File: config.mk
export PLATFORM = sky130hd
export DESIGN_NAME = fast_pulse_counter
export DESIGN_NICKNAME = d
export VERILOG_FILES = /design/src/fast_pulse_counter_pkg.sv /design/src/pulse_channel.sv /design/src/fast_pulse_counter.sv
export SDC_FILE = /design/constraint.sdc
export NUM_CORES = 2
export LEC_CHECK = 0
export BUFFER_PORTS_ARGS = -buffer_cell sky130_fd_sc_hd__buf_2
export CAP_MARGIN = 15
export CORE_AREA = 2 2 344 346
export DETAILED_ROUTE_END_ITERATION = 6
export DIE_AREA = 0 0 346 348
export GPL_ROUTABILITY_DRIVEN = 1
export PLACE_DENSITY = 0.86
export SETUP_SLACK_MARGIN = 0.5
export SLEW_MARGIN = 20
export SYNTH_ARGS = -nofsm -noshare
export SYNTH_HDL_FRONTEND = slang
export SYNTH_SLANG_ARGS = --single-unit
File: constraint.sdc
create_clock -name hclk -period 9.49 [get_ports hclk]
set_input_delay 0.4745 -clock hclk [delete_from_list [all_inputs] [get_ports hclk]]
set_output_delay 0.4745 -clock hclk [all_outputs]
set_load 0.05 [all_outputs]
File: src/fast_pulse_counter_pkg.sv
// Shared constants for the four-channel fast pulse counter front end.
// Assumes a 100 MHz system clock and a 32-bit AHB-Lite register bus.
package fast_pulse_counter_pkg;

  // ----------------------------------------------------------------
  // Timing
  // ----------------------------------------------------------------
  localparam int unsigned CLK_PERIOD_NS    = 10;
  localparam int unsigned NS_PER_US        = 1000;
  localparam int unsigned TICK_US          = 1;
  localparam int unsigned TICK_CYCLES      = TICK_US * NS_PER_US
                                             / CLK_PERIOD_NS;
  localparam int unsigned DIV_W            = 7;
  localparam logic [DIV_W-1:0] DIV_LAST    = DIV_W'(TICK_CYCLES - 1);
  localparam int unsigned RESET_LATENCY_US = 100;
  localparam int unsigned US_PER_SEC       = 1000000;

  // Frequency sample windows, in timebase ticks of one microsecond
  localparam int unsigned WIN0_US_DEF = 1000;
  localparam int unsigned WIN1_US_DEF = 10000;
  localparam int unsigned WIN2_US_DEF = 100000;
  localparam int unsigned WIN3_US_DEF = 1000000;

  // ----------------------------------------------------------------
  // Register map (byte addresses)
  // ----------------------------------------------------------------
  localparam int unsigned NCH           = 4;
  localparam logic [7:0] OFS_POLARITY   = 8'h00;
  localparam logic [7:0] OFS_PROG_RESET = 8'h04;
  localparam logic [7:0] OFS_LEVELS     = 8'h08;
  localparam logic [7:0] OFS_CFG_BASE   = 8'h10;
  localparam logic [7:0] OFS_WRAP_BASE  = 8'h20;
  localparam logic [7:0] OFS_MEAS_BASE  = 8'h30;
  localparam logic [2:0] SIZE_WORD      = 3'h2;

  // Channel configuration fields
  localparam int unsigned CFG_MODE_LSB  = 0;
  localparam int unsigned CFG_MODE_MSB  = 1;
  localparam int unsigned CFG_EDGE_BIT  = 2;
  localparam int unsigned CFG_WIN_LSB   = 3;
  localparam int unsigned CFG_WIN_MSB   = 4;
  localparam int unsigned CFG_HWEN_BIT  = 5;
  localparam int unsigned CFG_HWFALL_BIT = 6;
  localparam int unsigned CFG_W         = 7;

  // Reset values
  localparam logic [CFG_W-1:0] CFG_RESET = 7'h00;
  localparam logic [31:0] WRAP_RESET     = 32'h0;
  localparam logic [NCH-1:0] PROG_RESET  = 4'h0;

  typedef enum logic [1:0] {
    MODE_FREQUENCY  = 2'b00,
    MODE_TOTALIZE   = 2'b01,
    MODE_PULSE      = 2'b10,
    MODE_QUADRATURE = 2'b11
  } mode_type;

  // Chooses the rising or falling edge strobe
  function automatic logic pick_edge(input logic rise,
                                     input logic fall,
                                     input logic use_fall);
    return use_fall ? fall : rise;
  endfunction

endpackage

File: src/pulse_channel.sv
// One counter channel: frequency window and totalizer with wrap limit.
// Assumes edge strobes valid only while step is high, once per tick.
`timescale 1ns/1ns
module pulse_channel
  import fast_pulse_counter_pkg::*;
#(
  parameter int unsigned WIN0_US = WIN0_US_DEF,
  parameter int unsigned WIN1_US = WIN1_US_DEF,
  parameter int unsigned WIN2_US = WIN2_US_DEF,
  parameter int unsigned WIN3_US = WIN3_US_DEF
) (
  input  wire logic        hclk,
  input  wire logic        hresetn,
  input  wire logic        step,
  input  wire logic        rise,
  input  wire logic        fall,
  input  wire logic        neg,
  input  wire mode_type    mode,
  input  wire logic        edge_fall,
  input  wire logic [1:0]  win_sel,
  input  wire logic [31:0] wrap,
  input  wire logic        prog_rst,
  input  wire logic        hw_rst,
  output logic      [31:0] meas
);

  logic [31:0] tot_q;
  logic [31:0] freq_q;
  logic [31:0] edges_q;
  logic [31:0] win_q;
  logic [31:0] meas_q;
  logic [31:0] win_last;
  logic [31:0] win_scale;
  logic [31:0] edges_sum;
  logic [63:0] prod;
  logic        count_edge;
  logic        freq_edge;
  logic        wrap_hit;

  // ----------------------------------------------------------------
  // Edge selection and window constants
  // ----------------------------------------------------------------
  assign count_edge = pick_edge(rise, fall, edge_fall);
  assign freq_edge  = pick_edge(rise, fall, neg);
  assign wrap_hit   = (wrap != 32'h0) && (tot_q == wrap - 32'h1);
  assign edges_sum  = edges_q + {31'h0, freq_edge};
  assign prod       = edges_sum * win_scale;

  // Window length and count-to-hertz scale per selection
  always_comb begin
    case (win_sel)
      2'h0: begin
        win_last  = WIN0_US - 1;
        win_scale = US_PER_SEC / WIN0_US;
      end
      2'h1: begin
        win_last  = WIN1_US - 1;
        win_scale = US_PER_SEC / WIN1_US;
      end
      2'h2: begin
        win_last  = WIN2_US - 1;
        win_scale = US_PER_SEC / WIN2_US;
      end
      default: begin
        win_last  = WIN3_US - 1;
        win_scale = US_PER_SEC / WIN3_US;
      end
    endcase
  end

  // ----------------------------------------------------------------
  // Totalizer
  // ----------------------------------------------------------------
  // Any reset beats a counted edge in the same tick
  always_ff @(posedge hclk or negedge hresetn) begin
    if (!hresetn) begin
      tot_q <= 32'h0;
    end else if (prog_rst || hw_rst) begin
      tot_q <= 32'h0;
    end else if (step && mode == MODE_TOTALIZE && count_edge) begin
      if (wrap_hit) begin
        tot_q <= 32'h0;
      end else begin
        tot_q <= tot_q + 32'h1;
      end
    end
  end

  // ----------------------------------------------------------------
  // Frequency window
  // ----------------------------------------------------------------
  always_ff @(posedge hclk or negedge hresetn) begin
    if (!hresetn) begin
      win_q   <= 32'h0;
      edges_q <= 32'h0;
      freq_q  <= 32'h0;
    end else if (mode != MODE_FREQUENCY) begin
      win_q   <= 32'h0;
      edges_q <= 32'h0;
      freq_q  <= 32'h0;
    end else if (step) begin
      if (win_q >= win_last) begin
        freq_q  <= prod[31:0];
        edges_q <= 32'h0;
        win_q   <= 32'h0;
      end else begin
        edges_q <= edges_sum;
        win_q   <= win_q + 32'h1;
      end
    end
  end

  // Result word by mode; pulse and quadrature modes read zero
  always_ff @(posedge hclk or negedge hresetn) begin
    if (!hresetn) begin
      meas_q <= 32'h0;
    end else begin
      case (mode)
        MODE_TOTALIZE:  meas_q <= tot_q;
        MODE_FREQUENCY: meas_q <= freq_q;
        default:        meas_q <= 32'h0;
      endcase
    end
  end

  assign meas = meas_q;

  AST_WRAP_TO_ZERO: assert property (@(posedge hclk) disable iff (!hresetn)
    (step && mode == MODE_TOTALIZE && count_edge && !prog_rst && !hw_rst
     && wrap != 32'h0 && tot_q == wrap - 32'h1) |=> tot_q == 32'h0)
    else $error("totalizer did not wrap at limit");

  AST_FULL_RANGE: assert property (@(posedge hclk) disable iff (!hresetn)
    (step && mode == MODE_TOTALIZE && count_edge && !prog_rst && !hw_rst
     && wrap == 32'h0 && tot_q != 32'hffffffff)
    |=> tot_q == $past(tot_q) + 32'h1)
    else $error("totalizer did not count through full range");

endmodule

File: src/fast_pulse_counter.sv
// Four-channel fast pulse counter front end with an AHB-Lite slave.
// Assumes field inputs synchronous to hclk and one bus master.
//
// The implementer's own choices: the placing of the registers and register access over AHB-Lite.
`timescale 1ns/1ns
module fast_pulse_counter
  import fast_pulse_counter_pkg::*;
#(
  parameter int unsigned WIN0_US = WIN0_US_DEF,
  parameter int unsigned WIN1_US = WIN1_US_DEF,
  parameter int unsigned WIN2_US = WIN2_US_DEF,
  parameter int unsigned WIN3_US = WIN3_US_DEF,
  parameter int unsigned RESET_LATENCY_CYCLES =
    RESET_LATENCY_US * NS_PER_US / CLK_PERIOD_NS
) (
  input  wire logic        hclk,
  input  wire logic        hresetn,
  input  wire logic        hsel,
  input  wire logic [31:0] haddr,
  input  wire logic [1:0]  htrans,
  input  wire logic        hwrite,
  input  wire logic [2:0]  hsize,
  input  wire logic [31:0] hwdata,
  input  wire logic        hready,
  output logic      [31:0] hrdata,
  output logic             hreadyout,
  output logic             hresp,
  input  wire logic        counter_input_one,
  input  wire logic        counter_input_two,
  input  wire logic        reset_source_input_three,
  input  wire logic        reset_source_input_four
);

  // Cycles from the eighth quiet cycle to the next tick
  localparam int TICK_REST = TICK_CYCLES - 8;
  localparam int HW_CLEAR_MAX = 3;

  // ----------------------------------------------------------------
  // Declarations
  // ----------------------------------------------------------------
  logic [DIV_W-1:0] div_q;
  logic             tick_q;
  logic             step_q;
  logic [NCH-1:0]   pins;
  logic [NCH-1:0]   pin_q;
  logic [NCH-1:0]   prev_q;
  logic [NCH-1:0]   rise;
  logic [NCH-1:0]   fall;
  logic [NCH-1:0]   sensed;
  logic             neg_q;
  logic [NCH-1:0]   prog_q;
  logic [CFG_W-1:0] cfg_q [NCH];
  logic [31:0]      wrap_q [NCH];
  logic [31:0]      meas [NCH];
  mode_type         mode [NCH];
  logic [1:0]       hw_req;
  logic [NCH-1:0]   hw_vec;
  logic             accept;
  logic             wr_q;
  logic [7:0]       wa_q;
  logic [31:0]      rd_d;
  logic [31:0]      hrdata_q;
  logic             hreadyout_q;
  logic             hresp_q;

  // ----------------------------------------------------------------
  // Address decode helpers
  // ----------------------------------------------------------------
  // True when the address hits one word register
  function automatic logic reg_hit(input logic [31:0] addr,
                                   input logic [7:0]  ofs);
    return addr == {24'h0, ofs};
  endfunction

  // True when the address falls in a four-word channel bank
  function automatic logic bank_hit(input logic [31:0] addr,
                                    input logic [7:0]  base);
    return (addr[31:4] == {24'h0, base[7:4]}) && (addr[1:0] == 2'h0);
  endfunction

  // ----------------------------------------------------------------
  // Timebase
  // ----------------------------------------------------------------
  // One-cycle enable every microsecond
  always_ff @(posedge hclk or negedge hresetn) begin
    if (!hresetn) begin
      div_q  <= '0;
      tick_q <= 1'b0;
    end else if (div_q == DIV_LAST) begin
      div_q  <= '0;
      tick_q <= 1'b1;
    end else begin
      div_q  <= div_q + 1'b1;
      tick_q <= 1'b0;
    end
  end

  AST_TICK_PERIOD: assert property (@(posedge hclk) disable iff (!hresetn)
    tick_q |=> !tick_q [*8] ##TICK_REST tick_q)
    else $error("timebase tick not every microsecond");

  // ----------------------------------------------------------------
  // Input sampling and edge detection
  // ----------------------------------------------------------------
  assign pins = {reset_source_input_four, reset_source_input_three,
                 counter_input_two, counter_input_one};

  // Raw levels taken once per tick; edges valid in the step cycle
  always_ff @(posedge hclk or negedge hresetn) begin
    if (!hresetn) begin
      pin_q  <= '0;
      prev_q <= '0;
      step_q <= 1'b0;
    end else begin
      step_q <= tick_q;
      if (tick_q) begin
        prev_q <= pin_q;
        pin_q  <= pins;
      end
    end
  end

  assign rise   = pin_q & ~prev_q;
  assign fall   = ~pin_q & prev_q;
  assign sensed = pin_q ^ {NCH{neg_q}};

  // ----------------------------------------------------------------
  // Hardware reset from channels three and four
  // ----------------------------------------------------------------
  // Only a totalizing target may be reset, and only on a chosen edge
  always_comb begin
    for (int k = 0; k < 2; k++) begin
      hw_req[k] = step_q
        && cfg_q[k+2][CFG_HWEN_BIT]
        && mode[k] == MODE_TOTALIZE
        && pick_edge(rise[k+2], fall[k+2],
                     cfg_q[k+2][CFG_HWFALL_BIT]);
    end
  end

  assign hw_vec = {2'b00, hw_req};

  AST_HW_ONLY_TOTALIZE: assert property (@(posedge hclk)
    disable iff (!hresetn)
    hw_req[0] |-> (mode[0] == MODE_TOTALIZE
                   && cfg_q[2][CFG_HWEN_BIT]
                   && $past(tick_q)
                   && pin_q[2] != prev_q[2]))
    else $error("hardware reset on a non-totalizing channel");

  AST_HW_EDGE_POL: assert property (@(posedge hclk) disable iff (!hresetn)
    hw_req[1] |-> (pin_q[3] == !cfg_q[3][CFG_HWFALL_BIT]))
    else $error("hardware reset on the wrong edge");

  AST_HW_CLEARS: assert property (@(posedge hclk) disable iff (!hresetn)
    (hw_req[0] && $stable(mode[0]))
    |-> ##[1:HW_CLEAR_MAX] meas[0] == 32'h0)
    else $error("hardware reset did not clear channel one");

  // ----------------------------------------------------------------
  // Channels
  // ----------------------------------------------------------------
  for (genvar i = 0; i < NCH; i++) begin : g_ch
    assign mode[i] = mode_type'(cfg_q[i][CFG_MODE_MSB:CFG_MODE_LSB]);

    pulse_channel #(
      .WIN0_US (WIN0_US),
      .WIN1_US (WIN1_US),
      .WIN2_US (WIN2_US),
      .WIN3_US (WIN3_US)
    ) u_ch (
      .hclk      (hclk),
      .hresetn   (hresetn),
      .step      (step_q),
      .rise      (rise[i]),
      .fall      (fall[i]),
      .neg       (neg_q),
      .mode      (mode[i]),
      .edge_fall (cfg_q[i][CFG_EDGE_BIT]),
      .win_sel   (cfg_q[i][CFG_WIN_MSB:CFG_WIN_LSB]),
      .wrap      (wrap_q[i]),
      .prog_rst  (prog_q[i]),
      .hw_rst    (hw_vec[i]),
      .meas      (meas[i])
    );
  end

  // ----------------------------------------------------------------
  // Bus slave: address phase
  // ----------------------------------------------------------------
  assign accept = hsel && htrans[1] && hready;

  // Remember a word write for its data phase
  always_ff @(posedge hclk or negedge hresetn) begin
    if (!hresetn) begin
      wr_q <= 1'b0;
      wa_q <= 8'h0;
    end else if (hready) begin
      wr_q <= accept && hwrite && hsize == SIZE_WORD
              && haddr[31:8] == 24'h0 && haddr[1:0] == 2'h0;
      wa_q <= haddr[7:0];
    end
  end

  // Read data chosen at the address phase; unmapped reads zero
  always_comb begin
    rd_d = 32'h0;
    if (reg_hit(haddr, OFS_POLARITY)) begin
      rd_d[0] = neg_q;
    end else if (reg_hit(haddr, OFS_PROG_RESET)) begin
      rd_d[NCH-1:0] = prog_q;
    end else if (reg_hit(haddr, OFS_LEVELS)) begin
      rd_d[NCH-1:0] = sensed;
    end else if (bank_hit(haddr, OFS_CFG_BASE)) begin
      rd_d[CFG_W-1:0] = cfg_q[haddr[3:2]];
    end else if (bank_hit(haddr, OFS_WRAP_BASE)) begin
      rd_d = wrap_q[haddr[3:2]];
    end else if (bank_hit(haddr, OFS_MEAS_BASE)) begin
      rd_d = meas[haddr[3:2]];
    end
  end

  // Response registers; zero wait states, always OKAY
  always_ff @(posedge hclk or negedge hresetn) begin
    if (!hresetn) begin
      hrdata_q    <= 32'h0;
      hreadyout_q <= 1'b1;
      hresp_q     <= 1'b0;
    end else begin
      hreadyout_q <= 1'b1;
      hresp_q     <= 1'b0;
      if (accept && !hwrite) begin
        hrdata_q <= rd_d;
      end
    end
  end

  assign hrdata    = hrdata_q;
  assign hreadyout = hreadyout_q;
  assign hresp     = hresp_q;

  // ----------------------------------------------------------------
  // Bus slave: data phase writes
  // ----------------------------------------------------------------
  // Shared polarity and program reset bits
  always_ff @(posedge hclk or negedge hresetn) begin
    if (!hresetn) begin
      neg_q  <= 1'b0;
      prog_q <= PROG_RESET;
    end else if (wr_q) begin
      if (wa_q == OFS_POLARITY) begin
        neg_q <= hwdata[0];
      end
      if (wa_q == OFS_PROG_RESET) begin
        prog_q <= hwdata[NCH-1:0];
      end
    end
  end

  // Per-channel configuration and wrap limits
  always_ff @(posedge hclk or negedge hresetn) begin
    if (!hresetn) begin
      for (int k = 0; k < NCH; k++) begin
        cfg_q[k]  <= CFG_RESET;
        wrap_q[k] <= WRAP_RESET;
      end
    end else if (wr_q) begin
      if (wa_q[7:4] == OFS_CFG_BASE[7:4]) begin
        cfg_q[wa_q[3:2]] <= hwdata[CFG_W-1:0];
      end
      if (wa_q[7:4] == OFS_WRAP_BASE[7:4]) begin
        wrap_q[wa_q[3:2]] <= hwdata;
      end
    end
  end

  // ----------------------------------------------------------------
  // Checks on the bus and channel outputs
  // ----------------------------------------------------------------
  AST_BUS_OKAY: assert property (@(posedge hclk) disable iff (!hresetn)
    accept |=> (hreadyout && !hresp))
    else $error("slave not ready or not OKAY");

  AST_MEAS_READ: assert property (@(posedge hclk) disable iff (!hresetn)
    (accept && !hwrite && haddr == {24'h0, OFS_MEAS_BASE})
    |=> hrdata == $past(meas[0]))
    else $error("measurement read returned wrong word");

  AST_LEVEL_READ: assert property (@(posedge hclk) disable iff (!hresetn)
    (accept && !hwrite && haddr == {24'h0, OFS_LEVELS})
    |=> hrdata[0] == ($past(pin_q[0]) ^ $past(neg_q)))
    else $error("sensed level not inverted by polarity");

  AST_PROG_WRITE: assert property (@(posedge hclk) disable iff (!hresetn)
    (accept && hwrite && hsize == SIZE_WORD
     && haddr == {24'h0, OFS_PROG_RESET})
    |=> ##1 prog_q == $past(hwdata[NCH-1:0]))
    else $error("program reset bits not written");

  AST_PROG_HOLD: assert property (@(posedge hclk) disable iff (!hresetn)
    (prog_q[0] && mode[0] == MODE_TOTALIZE)
    |-> ##2 (meas[0] == 32'h0 || $past(mode[0]) != MODE_TOTALIZE))
    else $error("program reset did not hold total at zero");

  // ----------------------------------------------------------------
  // Reset latency watch for channel one
  // ----------------------------------------------------------------
  logic        src_prev_q;
  logic        lat_pend_q;
  logic [31:0] lat_cnt_q;
  logic        lat_start;

  assign lat_start = cfg_q[2][CFG_HWEN_BIT]
    && mode[0] == MODE_TOTALIZE
    && pick_edge(reset_source_input_three && !src_prev_q,
                 !reset_source_input_three && src_prev_q,
                 cfg_q[2][CFG_HWFALL_BIT]);

  // Counts cycles from a qualifying pin edge until the total reads zero
  always_ff @(posedge hclk or negedge hresetn) begin
    if (!hresetn) begin
      src_prev_q <= 1'b0;
      lat_pend_q <= 1'b0;
      lat_cnt_q  <= 32'h0;
    end else begin
      src_prev_q <= reset_source_input_three;
      if (lat_start) begin
        lat_pend_q <= 1'b1;
        lat_cnt_q  <= 32'h0;
      end else if (meas[0] == 32'h0 || mode[0] != MODE_TOTALIZE) begin
        lat_pend_q <= 1'b0;
      end else if (lat_pend_q) begin
        lat_cnt_q <= lat_cnt_q + 32'h1;
      end
    end
  end

  AST_HW_LATENCY: assert property (@(posedge hclk) disable iff (!hresetn)
    lat_pend_q |-> lat_cnt_q < RESET_LATENCY_CYCLES)
    else $error("hardware reset latency exceeded");

endmodule

==> impl_metrics.env <==
export IMPL_gp_congestion=0.993
export IMPL_worstSetupPathType="reg2reg"
export IMPL_first_iter_violations=7606
export IMPL_post_cts_setup_buffers=0
export IMPL_top_level_ports=112
export IMPL_synth_commonest_cells="nand2_1 (1168), inv_1 (931), dfrtp_1 (859), fa_1 (644), nor2_1 (611)"
export IMPL_drv_slew=0
export IMPL_die_y_um=348
export IMPL_vdd_drop_max_uv=137
export IMPL_end_kind="flop"
export IMPL_insertion_delay_ns=0.73
export IMPL_synth_net_count=9523
export IMPL_detail_route_antenna_nets=0
export IMPL_wl_mm=221
export IMPL_min_period_over_period=0.898
export IMPL_required_ns=10.08
export IMPL_achievable_frequency_mhz=117
export IMPL_clock_sink_count=859
export IMPL_nets=9436
export IMPL_cp_common_cell="fa_1"
export IMPL_yosys_top_cells_area="dfrtp_1 (28%), fa_1 (17%), ha_1 (6.5%)"
export IMPL_grt_pass1_wl_mm=351
export IMPL_area_delta_synth_final_pct=7.20
export IMPL_grt_max_degree=172
export IMPL_cts_root_buf="clkbuf_16"
export IMPL_finalHoldViolCount=0
export IMPL_numPortBuffers=108
export IMPL_cp_num_buf_inv=5
export IMPL_worst_path_dominant_cell_family="adder cells"
export IMPL_yosysWarnings=0
export IMPL_grt_pass1_vias=64000
export IMPL_dpl_hpwl_mm=164
export IMPL_rsz0062_at_grt="no"
export IMPL_syn_inst=8404
export IMPL_setup_violations=0
export IMPL_cts_tree="done"
export IMPL_yosysTopAreaCell="dfrtp_1"
export IMPL_crit_path_max_fanout=12
export IMPL_vias_per_cell=6.37
export IMPL_syn_area_per_cell_sq_um=9.12
export IMPL_wire_per_inst_um=22.2
export IMPL_synth_seq_cells=859
export IMPL_die_width_um=346
export IMPL_grt_use_total=0.368
export IMPL_drc=0
export IMPL_slew_headroom=0.197
export IMPL_ctsHtreeMaxLevel=3
export IMPL_dp_cells=9752
export IMPL_cts_max_path_buffers=3
export IMPL_synth_top_cell_area_share=0.281
export IMPL_cp_slowest_cell="fa_1"
export IMPL_grt_antenna_before_repair=34
export IMPL_drive_above_1_share=0.0883
export IMPL_start_util=0.655
export IMPL_rows=126
export IMPL_dieArea_sq_mm=0.120
export IMPL_synth_cell_types=95
export IMPL_core_area_sq_mm=0.117
export IMPL_yosysMostFrequentCell="nand2_1"
export IMPL_instances_no_fill=9949
export IMPL_drtPass1Iterations=6
export IMPL_async_reset_ff_frac=1.00
export IMPL_worst_pin_slew_ns=1.20
export IMPL_syn_area_sq_mm=0.0766
export IMPL_seq_area_frac_synth=0.281
export IMPL_fin_skew_ns=0.0632
export IMPL_power_density_mw_per_mm2=105
export IMPL_crit_arrival_ns=9.11
export IMPL_outcome="finished, final reports clean"
export IMPL_path_clk_slew_ns=0.06
export IMPL_synth_flop_cell="dfrtp_1"
export IMPL_num_vias=63400
export IMPL_max_cap_viol_count=0
export IMPL_hold_class="in2reg"
export IMPL_synth_edf_count=0
export IMPL_cp_start_kind="flop"
export IMPL_cp_slowest_stage_delay_ns=0.55
export IMPL_grt_overflow=0
export IMPL_setup_tns_ns=0
export IMPL_cts_inserted_buffers=95
export IMPL_leakage_nw=38.9
export IMPL_post_route_min_period_ns=8.52
cell families after synthesis:
logic type      Yosys count  share of synthesized area
compound gates         1223                      0.101
xor+xnor                586                     0.0679
fa+ha+maj              1049                      0.234
buf+inv                1365                     0.0676
flops                   859                      0.281
mux                     424                     0.0703
other cells               2                  0.0000980
simple gates           2896                      0.179
layout make-up:
class	instances	area, sq um
Multi-Input combinational cell	6180	50100
Fill cell	8395	34800
Sequential cell	859	21500
Inverter	938	3520
Clock buffer	129	2740
Tap cell	1536	1920
Timing Repair Buffer	243	1600
Clock inverter	47	773
Antenna cell	17	42.5
routing by layer:
metal | vias to the layer above | track usage | wire length [um]
met4 | 32 | 0.181 | 12200
met3 | 713 | 0.0931 | 26000
li1 | 27900 | - | -
met5 | - | 0 | 201
met1 | 31300 | 0.484 | 83500
met2 | 3444 | 0.571 | 98600
flip-flops by register name, indices dropped and copies added (netlist names):
signal / count
g_ch.u_ch.win_q: 128
g_ch.u_ch.freq_q: 128
neg_q: 1
tick_q: 1
g_ch.u_ch.tot_q: 128
wr_q: 1
step_q: 1
g_ch.u_ch.meas: 128
pin_q: 4
prog_q: 4
cfg_q: 28
prev_q: 4
div_q: 7
g_ch.u_ch.edges_q: 128
hrdata: 32
wrap_q: 128
wa_q: 8
final timing paths:
| kind | cells past startpoint | endpoint | start | slack (ns) |
|---|---|---|---|---|
| min in group asynchronous | 2 | g_ch[1].u_ch.win_q[20]$_DFFE_PN0P_ | hresetn | 0.38 |
| worst max-delay path | 29 | g_ch[2].u_ch.freq_q[25]$_DFFE_PN0P_ | neg_q$_DFFE_PN0P_ | 0.97 |
| worst min-delay path | 2 | wrap_q[72]$_DFFE_PN0P_ | hwdata[8] | 0.03 |
| worst min register to register | 2 | g_ch[0].u_ch.freq_q[1]$_DFFE_PN0P_ | g_ch[0].u_ch.freq_q[1]$_DFFE_PN0P_ | 0.47 |
| max in group asynchronous | 4 | g_ch[0].u_ch.meas[13]$_DFF_PN0_ | hresetn | 6.78 |
| worst max register to register | 29 | g_ch[2].u_ch.freq_q[25]$_DFFE_PN0P_ | neg_q$_DFFE_PN0P_ | 0.97 |
stage by stage:
stage	setup slack [ns]	util	total power [mW]	hold slack (ns)	instance area (sq um)
finish	0.968	0.702	8.64	0.0337	82200
CTS	0.680	0.702	8.63	0.0151	82100
floorplan	1.70	-	4.23	0.179	76600
global route	0.545	0.702	8.85	0.0394	82100
detailed placement	0.729	0.671	4.52	0.455	78500
global placement	0.962	0.671	4.50	0.450	78500
worst register-to-register path, delay by kind of cell (launching register included):
kind                     cells  cell delay (ns)
AO/OA/AOI/OAI                9             2.49
adder cells (fa/ha/maj)      8             3.45
XOR/XNOR                     2             0.33
AND/OR/NAND/NOR              5             1.14
flip-flops                   1             0.41
buffers and inverters        5             0.56
repair_timing:
action / 4_1_cts / 5_1_grt
resized for setup: 0 / 4
endpoints found under the hold margin: 86 / 0
endpoints found under the setup margin: 0 / 7
hold buffers: 4 / 0
layout by cell type, fill, tap and decap left out, types with 30 or more instances in the layout:
cell / netlist / routed
clkbuf_16: 0 / 95
o21ai_0: 447 / 444
and4_1: 34 / 34
a21o_1: 66 / 66
nand3b_1: 49 / 49
nand4_1: 102 / 102
xor2_1: 227 / 227
ha_1: 397 / 397
inv_1: 931 / 931
buf_2: 9 / 105
a31oi_1: 35 / 34
a22oi_1: 30 / 30
xnor2_1: 354 / 353
o31ai_1: 186 / 186
buf_4: 3 / 130
mux4_2: 73 / 73
nand2b_1: 58 / 58
fa_1: 644 / 644
nor3_1: 104 / 104
dfrtp_1: 859 / 855
nor2b_1: 140 / 139
a21oi_1: 188 / 186
nor4_1: 76 / 76
and2_1: 59 / 58
mux2_2: 182 / 182
mux2i_1: 169 / 169
nand3_1: 193 / 191
nor2_1: 611 / 607
and3_1: 117 / 117
or3_1: 56 / 56
nand2_1: 1168 / 1165
power breakdown:
group	total [mW]	switching, mW	internal [mW]	leakage [nW]
combinational	0.670	0.463	0.207	25.6
clock	4.15	1.70	2.46	1.71
sequential	3.82	0.109	3.71	11.6
total	8.64	2.27	6.37	38.9
(Power assumes the default switching activity.)
